File: src/inc/palette_dac_pkg.sv
// constants shared by the palette dac control registers and the clock divider
// assumes every user refers to these by palette_dac_pkg::name
package palette_dac_pkg;

  // register indices held in the address register
  localparam logic [7:0] IDX_TEST_READBACK = 8'h01;
  localparam logic [7:0] IDX_SBP_TEST = 8'h02;
  localparam logic [7:0] IDX_IDENT = 8'h03;
  localparam logic [7:0] IDX_MASK = 8'h04;
  localparam logic [7:0] IDX_CMD1 = 8'h05;
  localparam logic [7:0] IDX_CMD2 = 8'h06;
  localparam logic [7:0] IDX_CMD3 = 8'h07;
  localparam logic [7:0] IDX_REVISION = 8'h0b;

  // processor port selects (c1,c0)
  localparam logic [1:0] SEL_ADDR = 2'h0;
  localparam logic [1:0] SEL_CTRL = 2'h2;

  // values after reset
  localparam logic [7:0] ADDR_RST = 8'h00;
  localparam logic [7:0] MASK_RST = 8'hff;
  localparam logic [2:0] SBP_RST = 3'h0;
  localparam logic [9:0] CMD1_RST = 10'h000;
  localparam logic [9:0] CMD2_RST = 10'h0ff;
  localparam logic [9:0] CMD3_RST = 10'h0ff;

  // implemented bits; the rest store nothing and read zero
  localparam logic [9:0] CMD1_KEEP = 10'h005;
  localparam logic [9:0] CMD23_KEEP = 10'h0ff;

  // command_first fields
  localparam int CAL_BIT = 0;
  localparam int SYNC_OE_BIT = 2;
  // command_second fields
  localparam int TRIG_EDGE_BIT = 0;
  localparam int PHASE_SEL_BIT = 1;
  localparam int SYNC_ENC_BIT = 2;
  localparam int PED_BIT = 3;
  localparam int COLOUR_LSB = 4;
  // command_third fields
  localparam int PCLK_LSB = 0;
  localparam int BDLY_LSB = 2;
  localparam int MUX_LSB = 6;
  // sync_blank_phase_test fields
  localparam int TST_SYNC = 0;
  localparam int TST_BLANK = 1;
  localparam int TST_PHASE = 2;

  // blank deskew depth: one base stage plus up to 15 extra
  localparam int BLANK_TAPS = 16;
  localparam int DIV_CNT_W = 5;

  // log2 of divide ratios; the core clock cannot give a unit ratio, so 1:1 runs at /2
  localparam logic [2:0] PCLK_LOG2 [0:3] = '{3'h2, 3'h3, 3'h4, 3'h5};
  localparam logic [2:0] MUX_LOG2 [0:3] = '{3'h1, 3'h1, 3'h2, 3'h2};

  typedef enum logic [1:0] {
    RB_RED = 2'b00,
    RB_GREEN = 2'b01,
    RB_BLUE = 2'b10
  } readback_t;

endpackage

File: src/design/palette_dac_ctrl.sv
// indexed control and status registers of a triple palette dac, with the
// pixel-side mask, blank/sync override, test capture and clock dividers
// assumes processor strobes are one-cycle pulses synchronous to core_clk
`timescale 1ns/10ps
`default_nettype none

// Summary of operation
// [RULE1]: index 01h reads back captured 30-bit dac inputs, one colour per read.
// [RULE2]: index 02h is a 3-bit read/write test register for sync, blank, phase.
// [RULE3]: index 03h returns a fixed identification code; writes ignored.
// [RULE4]: index 04h mask is anded bitwise with red, green and blue pixels.
// [RULE5]: host loads the mask with all ones for normal operation.
// [RULE6]: index 05h is command_first, ten bits, top two reserved.
// [RULE7]: host writes zero to command_first bit 1 and bits 3 to 7.
// [RULE8]: command_first reads zero in bit 1 and bits 3 to 9.
// [RULE9]: calibrate_bit with mode_calibrate_bit starts load synchroniser calibration.
// [RULE10]: sync_out_enable_bit enables composite sync output; cleared and floating at reset.
// [RULE11]: index 06h is command_second, bits 8 and 9 read zero.
// [RULE12]: test_trigger_edge_bit picks rising or falling red bit 7 for capture.
// [RULE13]: phase_trigger_select_bit picks blank or sync as phase output source.
// [RULE14]: sync_encode_bit puts sync onto green output or ignores it.
// [RULE15]: pedestal_select_bit picks 0 or 7.5 ire blanking pedestal.
// [RULE16]: colour_mode_field bits 7 to 4 select true or pseudo colour mode.
// [RULE17]: index 07h is command_third, bits 8 and 9 read zero.
// [RULE18]: prog_clock_divide_field sets programmable clock divide from pixel clock.
// [RULE19]: blank_delay_field adds extra blank pipeline stages for deskew.
// [RULE20]: multiplex_mode_field sets multiplexing and load output divide ratio.
// [RULE21]: index 0bh returns the silicon revision, read only.
// [RULE22]: blank forces blank level; with sync and encoding, green drops to sync.
// [RULE23]: access is index write to address register, then data write.
// [RULE24]: reset clears command_first, sets command_second and command_third to ones.
// [RULE25]: unassigned indices read zero and ignore writes.
module palette_dac_ctrl #(
  parameter logic [7:0] IDENT_CODE = 8'h5a, // arbitrary neutral value
  parameter logic [7:0] REVISION_CODE = 8'h01 // arbitrary neutral value
) (
  input wire logic core_clk, // pixel clock
  input wire logic nrst, // async reset, active low
  input wire logic mpu_wr, // write strobe, one-cycle pulse
  input wire logic mpu_rd, // read strobe, one-cycle pulse
  input wire logic [1:0] mpu_sel, // c1,c0 register select
  input wire logic [9:0] mpu_din, // write data
  output logic [9:0] mpu_dout, // read data, registered
  input wire logic test_mode, // test/diagnostic mode
  input wire logic mode_calibrate_bit, // calibrate bit of mode register
  input wire logic [7:0] pix_red, // red pixel in, bit 7 is red_bit7_input
  input wire logic [7:0] pix_green, // green pixel in
  input wire logic [7:0] pix_blue, // blue pixel in
  input wire logic blank_n, // blank, active low
  input wire logic sync_n, // sync, active low
  output logic [9:0] dac_red, // red dac input, registered
  output logic [9:0] dac_green, // green dac input, registered
  output logic [9:0] dac_blue, // blue dac input, registered
  output logic dac_blank_level, // outputs at blank level
  output logic green_sync_level, // green output at sync level
  output logic pedestal_on, // 7.5 ire pedestal selected
  output logic [3:0] colour_mode, // colour mode field
  output logic [1:0] multiplex_mode, // pixel multiplex field
  output logic composite_sync_output, // composite sync, active low
  output logic composite_sync_oe_n, // low while sync pin is driven
  output logic phase_sync_output, // phase synchronisation output
  output logic calibrate_start, // calibration start, one-cycle pulse
  output logic programmable_clock_output, // divided pixel clock
  output logic load_output // load clock for pixel multiplexing
);

  logic [7:0] addr_r, addr_nxt;
  logic [7:0] mask_r, mask_nxt;
  logic [2:0] sbp_r, sbp_nxt;
  logic [9:0] cmd1_r, cmd1_nxt;
  logic [9:0] cmd2_r, cmd2_nxt;
  logic [9:0] cmd3_r, cmd3_nxt;
  logic [9:0] dout_r, dout_nxt;
  palette_dac_pkg::readback_t rb_r, rb_nxt;
  logic [9:0] ctrl_rdata;
  logic [9:0] rb_word;

  logic [7:0] pr_r, pr_nxt;
  logic [7:0] pg_r, pg_nxt;
  logic [7:0] pb_r, pb_nxt;
  logic sync_d_r, sync_d_nxt;
  logic [palette_dac_pkg::BLANK_TAPS-1:0] bsh_r, bsh_nxt;
  logic [9:0] dr_r, dr_nxt;
  logic [9:0] dg_r, dg_nxt;
  logic [9:0] db_r, db_nxt;
  logic bl_r, bl_nxt;
  logic gs_r, gs_nxt;
  logic [29:0] cap_r, cap_nxt;
  logic r7_prev_r, r7_prev_nxt;
  logic mcal_prev_r, mcal_prev_nxt;
  logic cal_r, cal_nxt;
  logic csync_r, csync_nxt;
  logic phase_r, phase_nxt;

  logic blank_eff;
  logic sync_eff;
  logic blank_dly;
  logic capture;
  logic [3:0] bdly;

  assign bdly = cmd3_r[palette_dac_pkg::BDLY_LSB +: 4];

  // the readback pointer walks red, green, blue so a 30-bit word fits a 10-bit port
  always_comb begin
    unique case (rb_r)
      palette_dac_pkg::RB_RED: rb_word = cap_r[29:20]; // [RULE1]
      palette_dac_pkg::RB_GREEN: rb_word = cap_r[19:10];
      palette_dac_pkg::RB_BLUE: rb_word = cap_r[9:0];
      default: rb_word = 10'h000;
    endcase
  end

  always_comb begin
    case (addr_r)
      palette_dac_pkg::IDX_TEST_READBACK: ctrl_rdata = rb_word; // [RULE1]
      palette_dac_pkg::IDX_SBP_TEST: ctrl_rdata = {7'h00, sbp_r}; // [RULE2]
      palette_dac_pkg::IDX_IDENT: ctrl_rdata = {2'h0, IDENT_CODE}; // [RULE3]
      palette_dac_pkg::IDX_MASK: ctrl_rdata = {2'h0, mask_r}; // [RULE4]
      palette_dac_pkg::IDX_CMD1: ctrl_rdata = cmd1_r & palette_dac_pkg::CMD1_KEEP; // [RULE6] [RULE8]
      palette_dac_pkg::IDX_CMD2: ctrl_rdata = cmd2_r & palette_dac_pkg::CMD23_KEEP; // [RULE11]
      palette_dac_pkg::IDX_CMD3: ctrl_rdata = cmd3_r & palette_dac_pkg::CMD23_KEEP; // [RULE17]
      palette_dac_pkg::IDX_REVISION: ctrl_rdata = {2'h0, REVISION_CODE}; // [RULE21]
      default: ctrl_rdata = 10'h000; // [RULE25]
    endcase
  end

  always_comb begin
    addr_nxt = addr_r;
    mask_nxt = mask_r;
    sbp_nxt = sbp_r;
    cmd1_nxt = cmd1_r;
    cmd2_nxt = cmd2_r;
    cmd3_nxt = cmd3_r;
    dout_nxt = dout_r;
    rb_nxt = rb_r;
    if (mpu_wr && mpu_sel == palette_dac_pkg::SEL_ADDR) begin
      addr_nxt = mpu_din[7:0]; // [RULE23]
      rb_nxt = palette_dac_pkg::RB_RED;
    end else if (mpu_wr && mpu_sel == palette_dac_pkg::SEL_CTRL) begin
      case (addr_r) // [RULE23]
        palette_dac_pkg::IDX_SBP_TEST: sbp_nxt = mpu_din[2:0]; // [RULE2]
        palette_dac_pkg::IDX_MASK: mask_nxt = mpu_din[7:0]; // [RULE4]
        palette_dac_pkg::IDX_CMD1: cmd1_nxt = mpu_din & palette_dac_pkg::CMD1_KEEP; // [RULE8]
        palette_dac_pkg::IDX_CMD2: cmd2_nxt = mpu_din & palette_dac_pkg::CMD23_KEEP; // [RULE11]
        palette_dac_pkg::IDX_CMD3: cmd3_nxt = mpu_din & palette_dac_pkg::CMD23_KEEP; // [RULE17]
        default: begin
          // read-only and unassigned indices drop the write
        end
      endcase
    end
    if (mpu_rd) begin
      if (mpu_sel == palette_dac_pkg::SEL_ADDR) begin
        dout_nxt = {2'h0, addr_r};
      end else if (mpu_sel == palette_dac_pkg::SEL_CTRL) begin
        dout_nxt = ctrl_rdata;
        if (addr_r == palette_dac_pkg::IDX_TEST_READBACK) begin
          unique case (rb_r)
            palette_dac_pkg::RB_RED: rb_nxt = palette_dac_pkg::RB_GREEN;
            palette_dac_pkg::RB_GREEN: rb_nxt = palette_dac_pkg::RB_BLUE;
            palette_dac_pkg::RB_BLUE: rb_nxt = palette_dac_pkg::RB_RED;
            default: rb_nxt = palette_dac_pkg::RB_RED;
          endcase
        end
      end else begin
        // mode register and palette are outside this block
        dout_nxt = 10'h000;
      end
    end
  end

  always_ff @(posedge core_clk or negedge nrst) begin
    if (!nrst) begin
      addr_r <= palette_dac_pkg::ADDR_RST;
      mask_r <= palette_dac_pkg::MASK_RST;
      sbp_r <= palette_dac_pkg::SBP_RST;
      cmd1_r <= palette_dac_pkg::CMD1_RST; // [RULE24] [RULE10]
      cmd2_r <= palette_dac_pkg::CMD2_RST; // [RULE24]
      cmd3_r <= palette_dac_pkg::CMD3_RST; // [RULE24]
      dout_r <= 10'h000;
      rb_r <= palette_dac_pkg::RB_RED;
    end else begin
      addr_r <= addr_nxt;
      mask_r <= mask_nxt;
      sbp_r <= sbp_nxt;
      cmd1_r <= cmd1_nxt;
      cmd2_r <= cmd2_nxt;
      cmd3_r <= cmd3_nxt;
      dout_r <= dout_nxt;
      rb_r <= rb_nxt;
    end
  end

  // in test mode the processor owns sync and blank instead of the pins
  always_comb begin
    blank_eff = test_mode ? sbp_r[palette_dac_pkg::TST_BLANK] : ~blank_n; // [RULE2]
    sync_eff = test_mode ? sbp_r[palette_dac_pkg::TST_SYNC] : ~sync_n;
  end

  always_comb begin
    pr_nxt = pix_red & mask_r; // [RULE4]
    pg_nxt = pix_green & mask_r;
    pb_nxt = pix_blue & mask_r;
    sync_d_nxt = sync_eff;
    bsh_nxt = {bsh_r[palette_dac_pkg::BLANK_TAPS-2:0], blank_eff};
    // tap 0 lines blank up with the pixel stage; higher taps add deskew delay
    blank_dly = bsh_r[bdly]; // [RULE19]
    if (blank_dly) begin
      dr_nxt = 10'h000; // [RULE22]
      dg_nxt = 10'h000;
      db_nxt = 10'h000;
      bl_nxt = 1'b1;
      gs_nxt = sync_d_r & cmd2_r[palette_dac_pkg::SYNC_ENC_BIT]; // [RULE22] [RULE14]
    end else begin
      dr_nxt = {pr_r, 2'h0};
      dg_nxt = {pg_r, 2'h0};
      db_nxt = {pb_r, 2'h0};
      bl_nxt = 1'b0;
      gs_nxt = 1'b0;
    end
    // edge bit one captures on rising red bit 7, zero on falling
    r7_prev_nxt = pix_red[7];
    if (cmd2_r[palette_dac_pkg::TRIG_EDGE_BIT]) begin
      capture = test_mode && !r7_prev_r && pix_red[7]; // [RULE12]
    end else begin
      capture = test_mode && r7_prev_r && !pix_red[7]; // [RULE12]
    end
    cap_nxt = capture ? {dr_r, dg_r, db_r} : cap_r; // [RULE1]
    if (test_mode) begin
      phase_nxt = sbp_r[palette_dac_pkg::TST_PHASE]; // [RULE2]
    end else if (cmd2_r[palette_dac_pkg::PHASE_SEL_BIT]) begin
      phase_nxt = sync_d_r; // [RULE13]
    end else begin
      phase_nxt = blank_dly; // [RULE13]
    end
    csync_nxt = ~sync_d_r;
    mcal_prev_nxt = mode_calibrate_bit;
    // calibration fires on the mode bit's 0-to-1 step while armed here
    cal_nxt = cmd1_r[palette_dac_pkg::CAL_BIT] && mode_calibrate_bit && !mcal_prev_r; // [RULE9]
  end

  always_ff @(posedge core_clk or negedge nrst) begin
    if (!nrst) begin
      pr_r <= 8'h00;
      pg_r <= 8'h00;
      pb_r <= 8'h00;
      sync_d_r <= 1'b0;
      bsh_r <= '0;
      dr_r <= 10'h000;
      dg_r <= 10'h000;
      db_r <= 10'h000;
      bl_r <= 1'b0;
      gs_r <= 1'b0;
      cap_r <= '0;
      r7_prev_r <= 1'b0;
      phase_r <= 1'b0;
      csync_r <= 1'b1;
      mcal_prev_r <= 1'b0;
      cal_r <= 1'b0;
    end else begin
      pr_r <= pr_nxt;
      pg_r <= pg_nxt;
      pb_r <= pb_nxt;
      sync_d_r <= sync_d_nxt;
      bsh_r <= bsh_nxt;
      dr_r <= dr_nxt;
      dg_r <= dg_nxt;
      db_r <= db_nxt;
      bl_r <= bl_nxt;
      gs_r <= gs_nxt;
      cap_r <= cap_nxt;
      r7_prev_r <= r7_prev_nxt;
      phase_r <= phase_nxt;
      csync_r <= csync_nxt;
      mcal_prev_r <= mcal_prev_nxt;
      cal_r <= cal_nxt;
    end
  end

  // calibration realigns the load divider, the only phase that matters to load_input
  clock_ratio_divider u_prog_div (
    .core_clk(core_clk),
    .nrst(nrst),
    .phase_clear(1'b0),
    .ratio_log2(palette_dac_pkg::PCLK_LOG2[cmd3_r[palette_dac_pkg::PCLK_LSB +: 2]]), // [RULE18]
    .clk_out(programmable_clock_output)
  );

  clock_ratio_divider u_load_div (
    .core_clk(core_clk),
    .nrst(nrst),
    .phase_clear(cal_r), // [RULE9]
    .ratio_log2(palette_dac_pkg::MUX_LOG2[cmd3_r[palette_dac_pkg::MUX_LSB +: 2]]), // [RULE20]
    .clk_out(load_output)
  );

  assign mpu_dout = dout_r;
  assign dac_red = dr_r;
  assign dac_green = dg_r;
  assign dac_blue = db_r;
  assign dac_blank_level = bl_r;
  assign green_sync_level = gs_r;
  assign pedestal_on = cmd2_r[palette_dac_pkg::PED_BIT]; // [RULE15]
  assign colour_mode = cmd2_r[palette_dac_pkg::COLOUR_LSB +: 4]; // [RULE16]
  assign multiplex_mode = cmd3_r[palette_dac_pkg::MUX_LSB +: 2]; // [RULE20]
  assign composite_sync_output = csync_r;
  assign composite_sync_oe_n = ~cmd1_r[palette_dac_pkg::SYNC_OE_BIT]; // [RULE10]
  assign phase_sync_output = phase_r;
  assign calibrate_start = cal_r;

endmodule
`default_nettype wire

File: src/design/clock_ratio_divider.sv
// power-of-two divider of core_clk with a phase clear
// assumes ratio_log2 lies between 1 and 5
`timescale 1ns/10ps
`default_nettype none
module clock_ratio_divider (
  input wire logic core_clk, // pixel clock
  input wire logic nrst, // async reset, active low
  input wire logic phase_clear, // restart count, one-cycle pulse
  input wire logic [2:0] ratio_log2, // divide by 2**ratio_log2
  output logic clk_out // divided clock, registered
);

  logic [palette_dac_pkg::DIV_CNT_W-1:0] cnt_r;
  logic [palette_dac_pkg::DIV_CNT_W-1:0] cnt_nxt;
  logic out_r;
  logic out_nxt;
  logic [2:0] tap;

  always_comb begin
    tap = ratio_log2 - 3'h1;
    if (phase_clear) begin
      cnt_nxt = '0;
    end else begin
      cnt_nxt = cnt_r + 5'h01;
    end
    out_nxt = cnt_nxt[tap];
  end

  always_ff @(posedge core_clk or negedge nrst) begin
    if (!nrst) begin
      cnt_r <= '0;
      out_r <= 1'b0;
    end else begin
      cnt_r <= cnt_nxt;
      out_r <= out_nxt;
    end
  end

  assign clk_out = out_r;

endmodule
`default_nettype wire

File: config.mk
export PLATFORM = sky130hd
export DESIGN_NAME = palette_dac_ctrl
export DESIGN_NICKNAME = d
export VERILOG_FILES = /design/src/inc/palette_dac_pkg.sv /design/src/design/palette_dac_ctrl.sv /design/src/design/clock_ratio_divider.sv
export SDC_FILE = /design/constraint.sdc
export NUM_CORES = 1
export LEC_CHECK = 0
export ABC_CLOCK_PERIOD_IN_PS = 2000
export BUFFER_PORTS_ARGS = -buffer_cell sky130_fd_sc_hd__buf_2
export CORE_UTILIZATION = 26
export CTS_BUF_LIST = sky130_fd_sc_hd__clkbuf_4 sky130_fd_sc_hd__clkbuf_8
export DETAILED_ROUTE_END_ITERATION = 10
export GPL_TIMING_DRIVEN = 0
export SETUP_SLACK_MARGIN = 0.05
export SLEW_MARGIN = 20
export SYNTH_ARGS = -nofsm -noshare
export SYNTH_HDL_FRONTEND = slang
export SYNTH_SLANG_ARGS = --single-unit
File: constraint.sdc
create_clock -name core_clk -period 2 [get_ports core_clk]
set_clock_uncertainty 0.1 [all_clocks]
set_input_delay 0.2 -clock core_clk [delete_from_list [all_inputs] [get_ports core_clk]]
set_output_delay 0.2 -clock core_clk [all_outputs]
set_load 0.05 [all_outputs]
## After elaboration in Yosys (flattened, before gate mapping)

Index checks and enable logic that the tools add are counted.

| word-level totals | value |
|---|---|
| bits in registers | 169 |
| word-level logic and storage cells | 110 |
| input bits | 44 |

| operators by class | value |
|---|---|
| bitwise operators | 11 |
| add/sub/neg operators | 4 |
| eq/ne operators | 11 |
| reduce and logical (&&, ||, !) cells | 18 |
| mux-type cells | 33 |
| order comparisons | 5 |

Operators with widths:

| kind | number |
|---|---|
| one-hot mux 10 bit (8 select lines) | 1 |
| 2-to-1 mux 10 bit | 5 |
| == test 8 x 3 -> 1 bit, second input constant | 4 |
| one-hot mux 10 bit (3 select lines) | 1 |
| AND 8 bit | 3 |
| == test 8 x 2 -> 1 bit, second input constant | 2 |
| AND reduction 3 bit | 5 |
| binary-select mux 3 bit (select 2 bit) | 2 |
| 2-to-1 mux 3 bit | 4 |
| adder 5 x 1 -> 5 bit, second input constant | 2 |
| 2-to-1 mux 1 bit | 10 |
| 2-to-1 mux 2 bit | 5 |
| == test 8 x 1 -> 1 bit, second input constant | 1 |
| == test 8 x 4 -> 1 bit, second input constant | 1 |
| logical AND 1 bit | 8 |
| < comparator 3 x 4 -> 1 bit, second input constant | 2 |
| binary-select mux 1 bit (select 3 bit) | 2 |
| greater-or-equal comparator 3 bit, second input constant | 2 |
| NOT 2 -> 3 bit | 2 |
| subtractor 3 x 1 -> 3 bit, second input constant | 2 |
| < comparator 4 x 5 -> 1 bit, second input constant | 1 |
| 2-to-1 mux 5 bit | 1 |
| NOT 1 bit | 5 |
| binary-select mux 1 bit (select 4 bit) | 1 |
| other kinds (6) | 10 |

## Longest topological paths before layout

| depth | value |
|---|---|
| depth after elaboration | 7 |
| gate-level depth with buffers | 7 |

## By module

A second synthesis with hierarchy kept.

| unflattened totals | value |
|---|---|
| cell total of the unflattened synthesis | 517 |
| area, all modules | 6611.3 um^2 |

By module, submodules not included:

| module | times used | area each (um^2) | cells each |
|---|---|---|---|
| palette_dac_ctrl | 1 | 5870.6 | 443 |
| clock_ratio_divider | 2 | 370.4 | 37 |

## Worst setup path after synthesis

Ideal clock, no wire load.

| timing | value |
|---|---|
| path type | flip-flop to flip-flop |
| from | reg addr_r[5] |
| to | reg cmd2_r[0] |
| path slack | -0.110 ns |
| stages on the path, launching flop included | 7 |
| buffers on the path | 1 |
| setup time | 0.082 ns |
| arrival | 1.928 ns |
| path through | dfrtp_1 or4_4 nor3_4 and3_4 and3b_2 buf_6 mux2_2 |

| on the way | value |
|---|---|
| longest elaborated chain between the ends | 2 |

RTL lines:

| item | line | text |
|---|---|---|
| start: declaration | palette_dac_ctrl.sv:67 | `logic [7:0] addr_r, addr_nxt;` |
| start signal: assignment | palette_dac_ctrl.sv:173 | `addr_r <= palette_dac_pkg::ADDR_RST;` |
| start signal: assignment | palette_dac_ctrl.sv:182 | `addr_r <= addr_nxt;` |
| == test 8 x 3 -> 1 bit | palette_dac_ctrl.sv:140 | `case (addr_r)` |
| AND reduction 3 bit (no line) | - |  |
| end signal: assignment | palette_dac_ctrl.sv:177 | `cmd2_r <= palette_dac_pkg::CMD2_RST;` |
| end signal: assignment | palette_dac_ctrl.sv:186 | `cmd2_r <= cmd2_nxt;` |
| end: declaration | palette_dac_ctrl.sv:71 | `logic [9:0] cmd2_r, cmd2_nxt;` |

No other way between the ends.
A chain may end at the register's enable or synchronous reset.

## Final worst setup path

| timing | value |
|---|---|
| from | reg addr_r[4] |
| to | reg cmd2_r[2] |

Same word-level chain as after synthesis.

==> results.txt <==
Measured along the x axis, the die boundary spans 156 um. Leakage power total: 3.99 nW. The sum of met3 wire segment lengths after detailed routing was 906 um. The parity-gate share of the synthesized area counting xor and xnor cells was 0.00568. Number of placement rows: 55.

The run gives 0.350 as the clock network fraction of total power. The tools report the combined area of all synthesized cells as 6160 um2. The logs give 0.46 ns for the clock latency reported for the late side of the worst-skew pair and 0.365 mV for the peak supply drop.

The run gives 2260 um2 as the multi-input logic area. At the worst endpoint, the arrival time is 2.47 ns. For the max-slew violation total from the final report, the log shows 0. The run gives 6.90 mW as the overall power after layout. Number of hold violations in the final report: 0. Once detail routing completed, the nets flagged for antenna violations numbered 0. The register with the most flip-flops was cap_r. In this run the worst path has a maximum fanout of 8.

The worst setup path is captured at a flop. Most used flip-flop cell after synthesis: sky130_fd_sc_hd__dfrtp_1. Maximum number of pins on one net before global-route repair: 79. The worst hold path begins at mpu_rd. The top-area cell type share of the netlist area is 0.524. By area the synthesized netlist is led by sky130_fd_sc_hd__dfrtp_1 (52%), sky130_fd_sc_hd__mux2_2 (12%), sky130_fd_sc_hd__dfstp_2 (11%). The wire length on met2 is 7190 um, and the global-route wire length before repair is 23,700 um.

Number of enable-type register cells in the synthesized netlist: 0. Counting the buffers created by CTS gives 17. The cell with the biggest individual delay on the critical path is sky130_fd_sc_hd__or4_4.

For the count of distinct cell types in the synthesized netlist, the log shows 51. The startpoint of the worst setup timing path is addr_r[4]. The signal on the critical path passes through or4_4 > nor3_4 > and3_4 > and3b_2 > buf_12 > mux2_4. Class of the tightest hold or removal check: in -> reg. Among cell families on the critical path, the largest total delay comes from simple AND/OR/NAND/NOR gates. The Yosys step of the flow raised 0 warnings.

Top layer reached by signal wires: met4. The logs give 0.130 for the total routing resource utilization after global routing and 2 for the number of antenna violations at the first check in global routing. The share of cell area taken by muxes after synthesis is 0.169. The tools report the floorplan core area as 22,900 um2.

CTS placed an instance of sky130_fd_sc_hd__clkbuf_8 at the clock tree root. The final cycle utilization of the critical path was 1.10. For the global route total overflow, the log shows 0. Summing over every cut layer, the via total after detailed routing is 3,999. The final non-filler cell total came out at 935. The sum of buffers and inverters on the critical path works out to 1. Port buffering added 90 buffers.

Counting buffers and inverters, the worst setup path is 6 cells deep. The launching point of the worst reg2reg path is addr_r[4]. Area fraction in compound gates after synthesis: 0.0603.

CTS built an H-tree with a depth of 4. The cell depth of the worst hold path was 3; the clock net sink count was 154. The worst path in the final design needs a cycle of 2.20 ns, including I/O delays and setup. The die covers 24,300 um2. Cell accounting for the most synthesized area: sky130_fd_sc_hd__dfrtp_1.

The share of flip-flops with an asynchronous set or reset was 1.00. For this block, the routed nets add up to 15,200 um of wire. The dominant combinational cell family by area after synthesis is multiplexers. The detailed router put a total of 6990 um of wire on met1. A synthesized cell averages 14.1 um2.

The final net count was 653. The top-level I/O count is 99, and the power per cell area is 836 nW/um2. Fill cells in the final layout number 2,244.

Vertical die dimension: 156 um. The type of the worst setup path is reg -> reg. At the pin with the least slew margin, the transition time is 0.965 ns. The run gives 0.351 as the relative slew slack. The via count of the first global-routing pass is 4,187, and the final weighted congestion in routability-driven placement is 0.753. TritonCTS built the clock tree. The final setup slack of the worst path was -0.196 ns; the sequential cell area fraction in the yosys report was 0.630. The run gives 10,500 um as the estimated wirelength of the detail-placed design. Setup repair after global routing could not meet its margin everywhere. The share of synthesized cell area in full adder, half adder and majority cells works out to 0.00406.

In this run the deepest clock path goes through 2 buffers. The power dissipated by switching net loads is 1.95 mW. Kind of start point of the critical path: a flop.

The number of flip-flops and latches in the synthesized netlist is 154, and the first-pass detailed-route iteration total is 4. The routed wire length per instance is 16.3 um. The area fraction in and, or, nand and nor cells after synthesis came out at 0.0970. The starting density of the core is 0.269, and the switching power as a share of total power is 0.282.

The number of vias per cell after detailed routing was 4.28; the logic gate share of total power was 0.152. The run gives -0.20 ns as the reg2reg setup slack. On the worst path, the slowest cell contributes a delay of 0.57 ns. The logs give 59 for the final number of setup-violating endpoints and 847 for the post-placement cell count.

Across the run, the number of max-cap violations was 0. The flow ran to the end, but the final reports show violations. Static timing analysis puts the maximum clock frequency at 455 MHz. Ratio of cells with drive above 1 in the final layout: 0.477.

For this block, the initial DRC count from the detailed router was 200. From synthesis to final layout, the design area changed by 33.9%. The worst reg-to-reg path cell count came out at 6.

The clock edge transition at the registers on the reported setup and hold paths works out to 0.09 ns. The tools report the sequential cell area in the final layout as 3890 um2. The flip-flop count of the largest register after layout was 24; the required time of the critical path was 2.28 ns. Synthesis produced a netlist whose cell count is 438.

The checks that failed: negative setup slack. The tools report the fraction of power consumed by sequential logic as 0.498. For the internal power summed over all cells, the log shows 4.95 mW. After detailed routing, the number of remaining DRC violations is 0.
-- power by group through the flow --
| stage | Clock, mW | Combinational [mW] | Sequential (mW) |
|---|---|---|---|
| final | 2.42 | 1.05 | 3.44 |
| after global routing | 2.60 | 1.13 | 3.47 |
| after CTS | 2.48 | 1.01 | 3.44 |
| after detailed placement | 0 | 0.866 | 3.50 |
| after global placement | 0 | 0.854 | 3.49 |
| after floorplan | 0 | 0.447 | 3.59 |
-- cell usage after synthesis (4+ instances only) --
cell	number
sky130_fd_sc_hd__mux4_2	6
sky130_fd_sc_hd__dfrtp_1	129
sky130_fd_sc_hd__o21ai_0	11
sky130_fd_sc_hd__buf_2	4
sky130_fd_sc_hd__nand2_1	12
sky130_fd_sc_hd__a21oi_1	6
sky130_fd_sc_hd__clkbuf_1	10
sky130_fd_sc_hd__mux2i_1	14
sky130_fd_sc_hd__nor2b_1	5
sky130_fd_sc_hd__and2_1	49
sky130_fd_sc_hd__a221o_1	4
sky130_fd_sc_hd__buf_4	12
sky130_fd_sc_hd__nor2_1	13
sky130_fd_sc_hd__dfstp_2	25
sky130_fd_sc_hd__mux2_2	68
sky130_fd_sc_hd__inv_1	10
sky130_fd_sc_hd__nand3_1	4
sky130_fd_sc_hd__o2bb2ai_1	5
-- per-stage QoR --
stage          hold WS, ns  instance area [um2]  TNS, ns  utilization  setup slack (ns)
2_1_floorplan       -0.196                 6200   -0.869            -            -0.109
3_3_place_gp         0.224                 7040  -249.54        0.307             -1.67
3_5_place_dp         0.127                 7080   -15.97        0.309            -0.391
4_1_cts            0.00828                 8130    -7.16        0.355            -0.253
5_1_grt             0.0226                 8250    -9.71        0.360            -0.257
6_report            0.0197                 8250    -5.26        0.360            -0.196
-- worst register-to-register path, stage by stage, from the launching register on --
cell and delay [ns]:
sky130_fd_sc_hd__dfrtp_1 0.38, sky130_fd_sc_hd__or4_4 0.57, sky130_fd_sc_hd__nor3_4 0.19, sky130_fd_sc_hd__and3_4 0.22
sky130_fd_sc_hd__and3b_2 0.20, sky130_fd_sc_hd__buf_12 0.14, sky130_fd_sc_hd__mux2_4 0.30
-- cells by family (layout without fill, tap and decap cells) --
family          after synthesis  count (layout)
mux                          88              88
compound gates               50              50
other cells                   1               8
fa+ha+maj                     2               2
buf+inv                      39             216
simple gates                100             100
xor+xnor                      4               4
flops                       154             154
-- cells in the final DEF, fill, tap and decap left out, drive strengths merged, types with 4 or more instances in the layout --
cell,Yosys,routed
a21oi,6,6
a221o,5,5
and2,49,49
buf,19,123
clkbuf,10,32
clkinv,0,4
conb,1,6
dfrtp,129,129
dfstp,25,25
dlygate4sd3,0,39
inv,10,13
mux2,68,68
mux2i,14,14
mux4,6,6
nand2,13,13
nand3,5,5
nor2,13,13
nor2b,5,5
o21ai,11,11
o2bb2ai,5,5
-- timing repair --
item,CTS,global route
hold endpoints to repair,138,0
cloned,0,2
setup buffers,11,3
gates resized for setup,41,29
hold buffers,39,0
pin swaps,4,19
setup endpoints to repair,76,85
-- per-layer routing --
metal,vias up,track usage
met1,2027,0.168
met4,0,0.0383
met2,90,0.206
li1,1871,-
met3,11,0.0439
met5,-,0
-- worst paths after layout --
kind | to
worst min register to register | bsh_r[9]
worst max register to register | cmd2_r[2]
worst min-delay path | mpu_dout[3]
min in group asynchronous | pr_r[1]
worst max-delay path | cmd2_r[2]
max in group asynchronous | cmd3_r[4]
-- area by class of cell --
| cell class | instances | share of cell area |
|---|---|---|
| multi-input cells | 250 | 0.274 |
| well taps | 313 | 0.0475 |
| clock buffers | 20 | 0.0326 |
| clock inverters | 12 | 0.0168 |
| inverters | 10 | 0.00455 |
| repair buffers | 145 | 0.125 |
| plain buffers | 29 | 0.0287 |
| flip-flops and latches | 154 | 0.471 |
| diodes | 2 | 0.000606 |
Power figures use the tool's default switching activity.
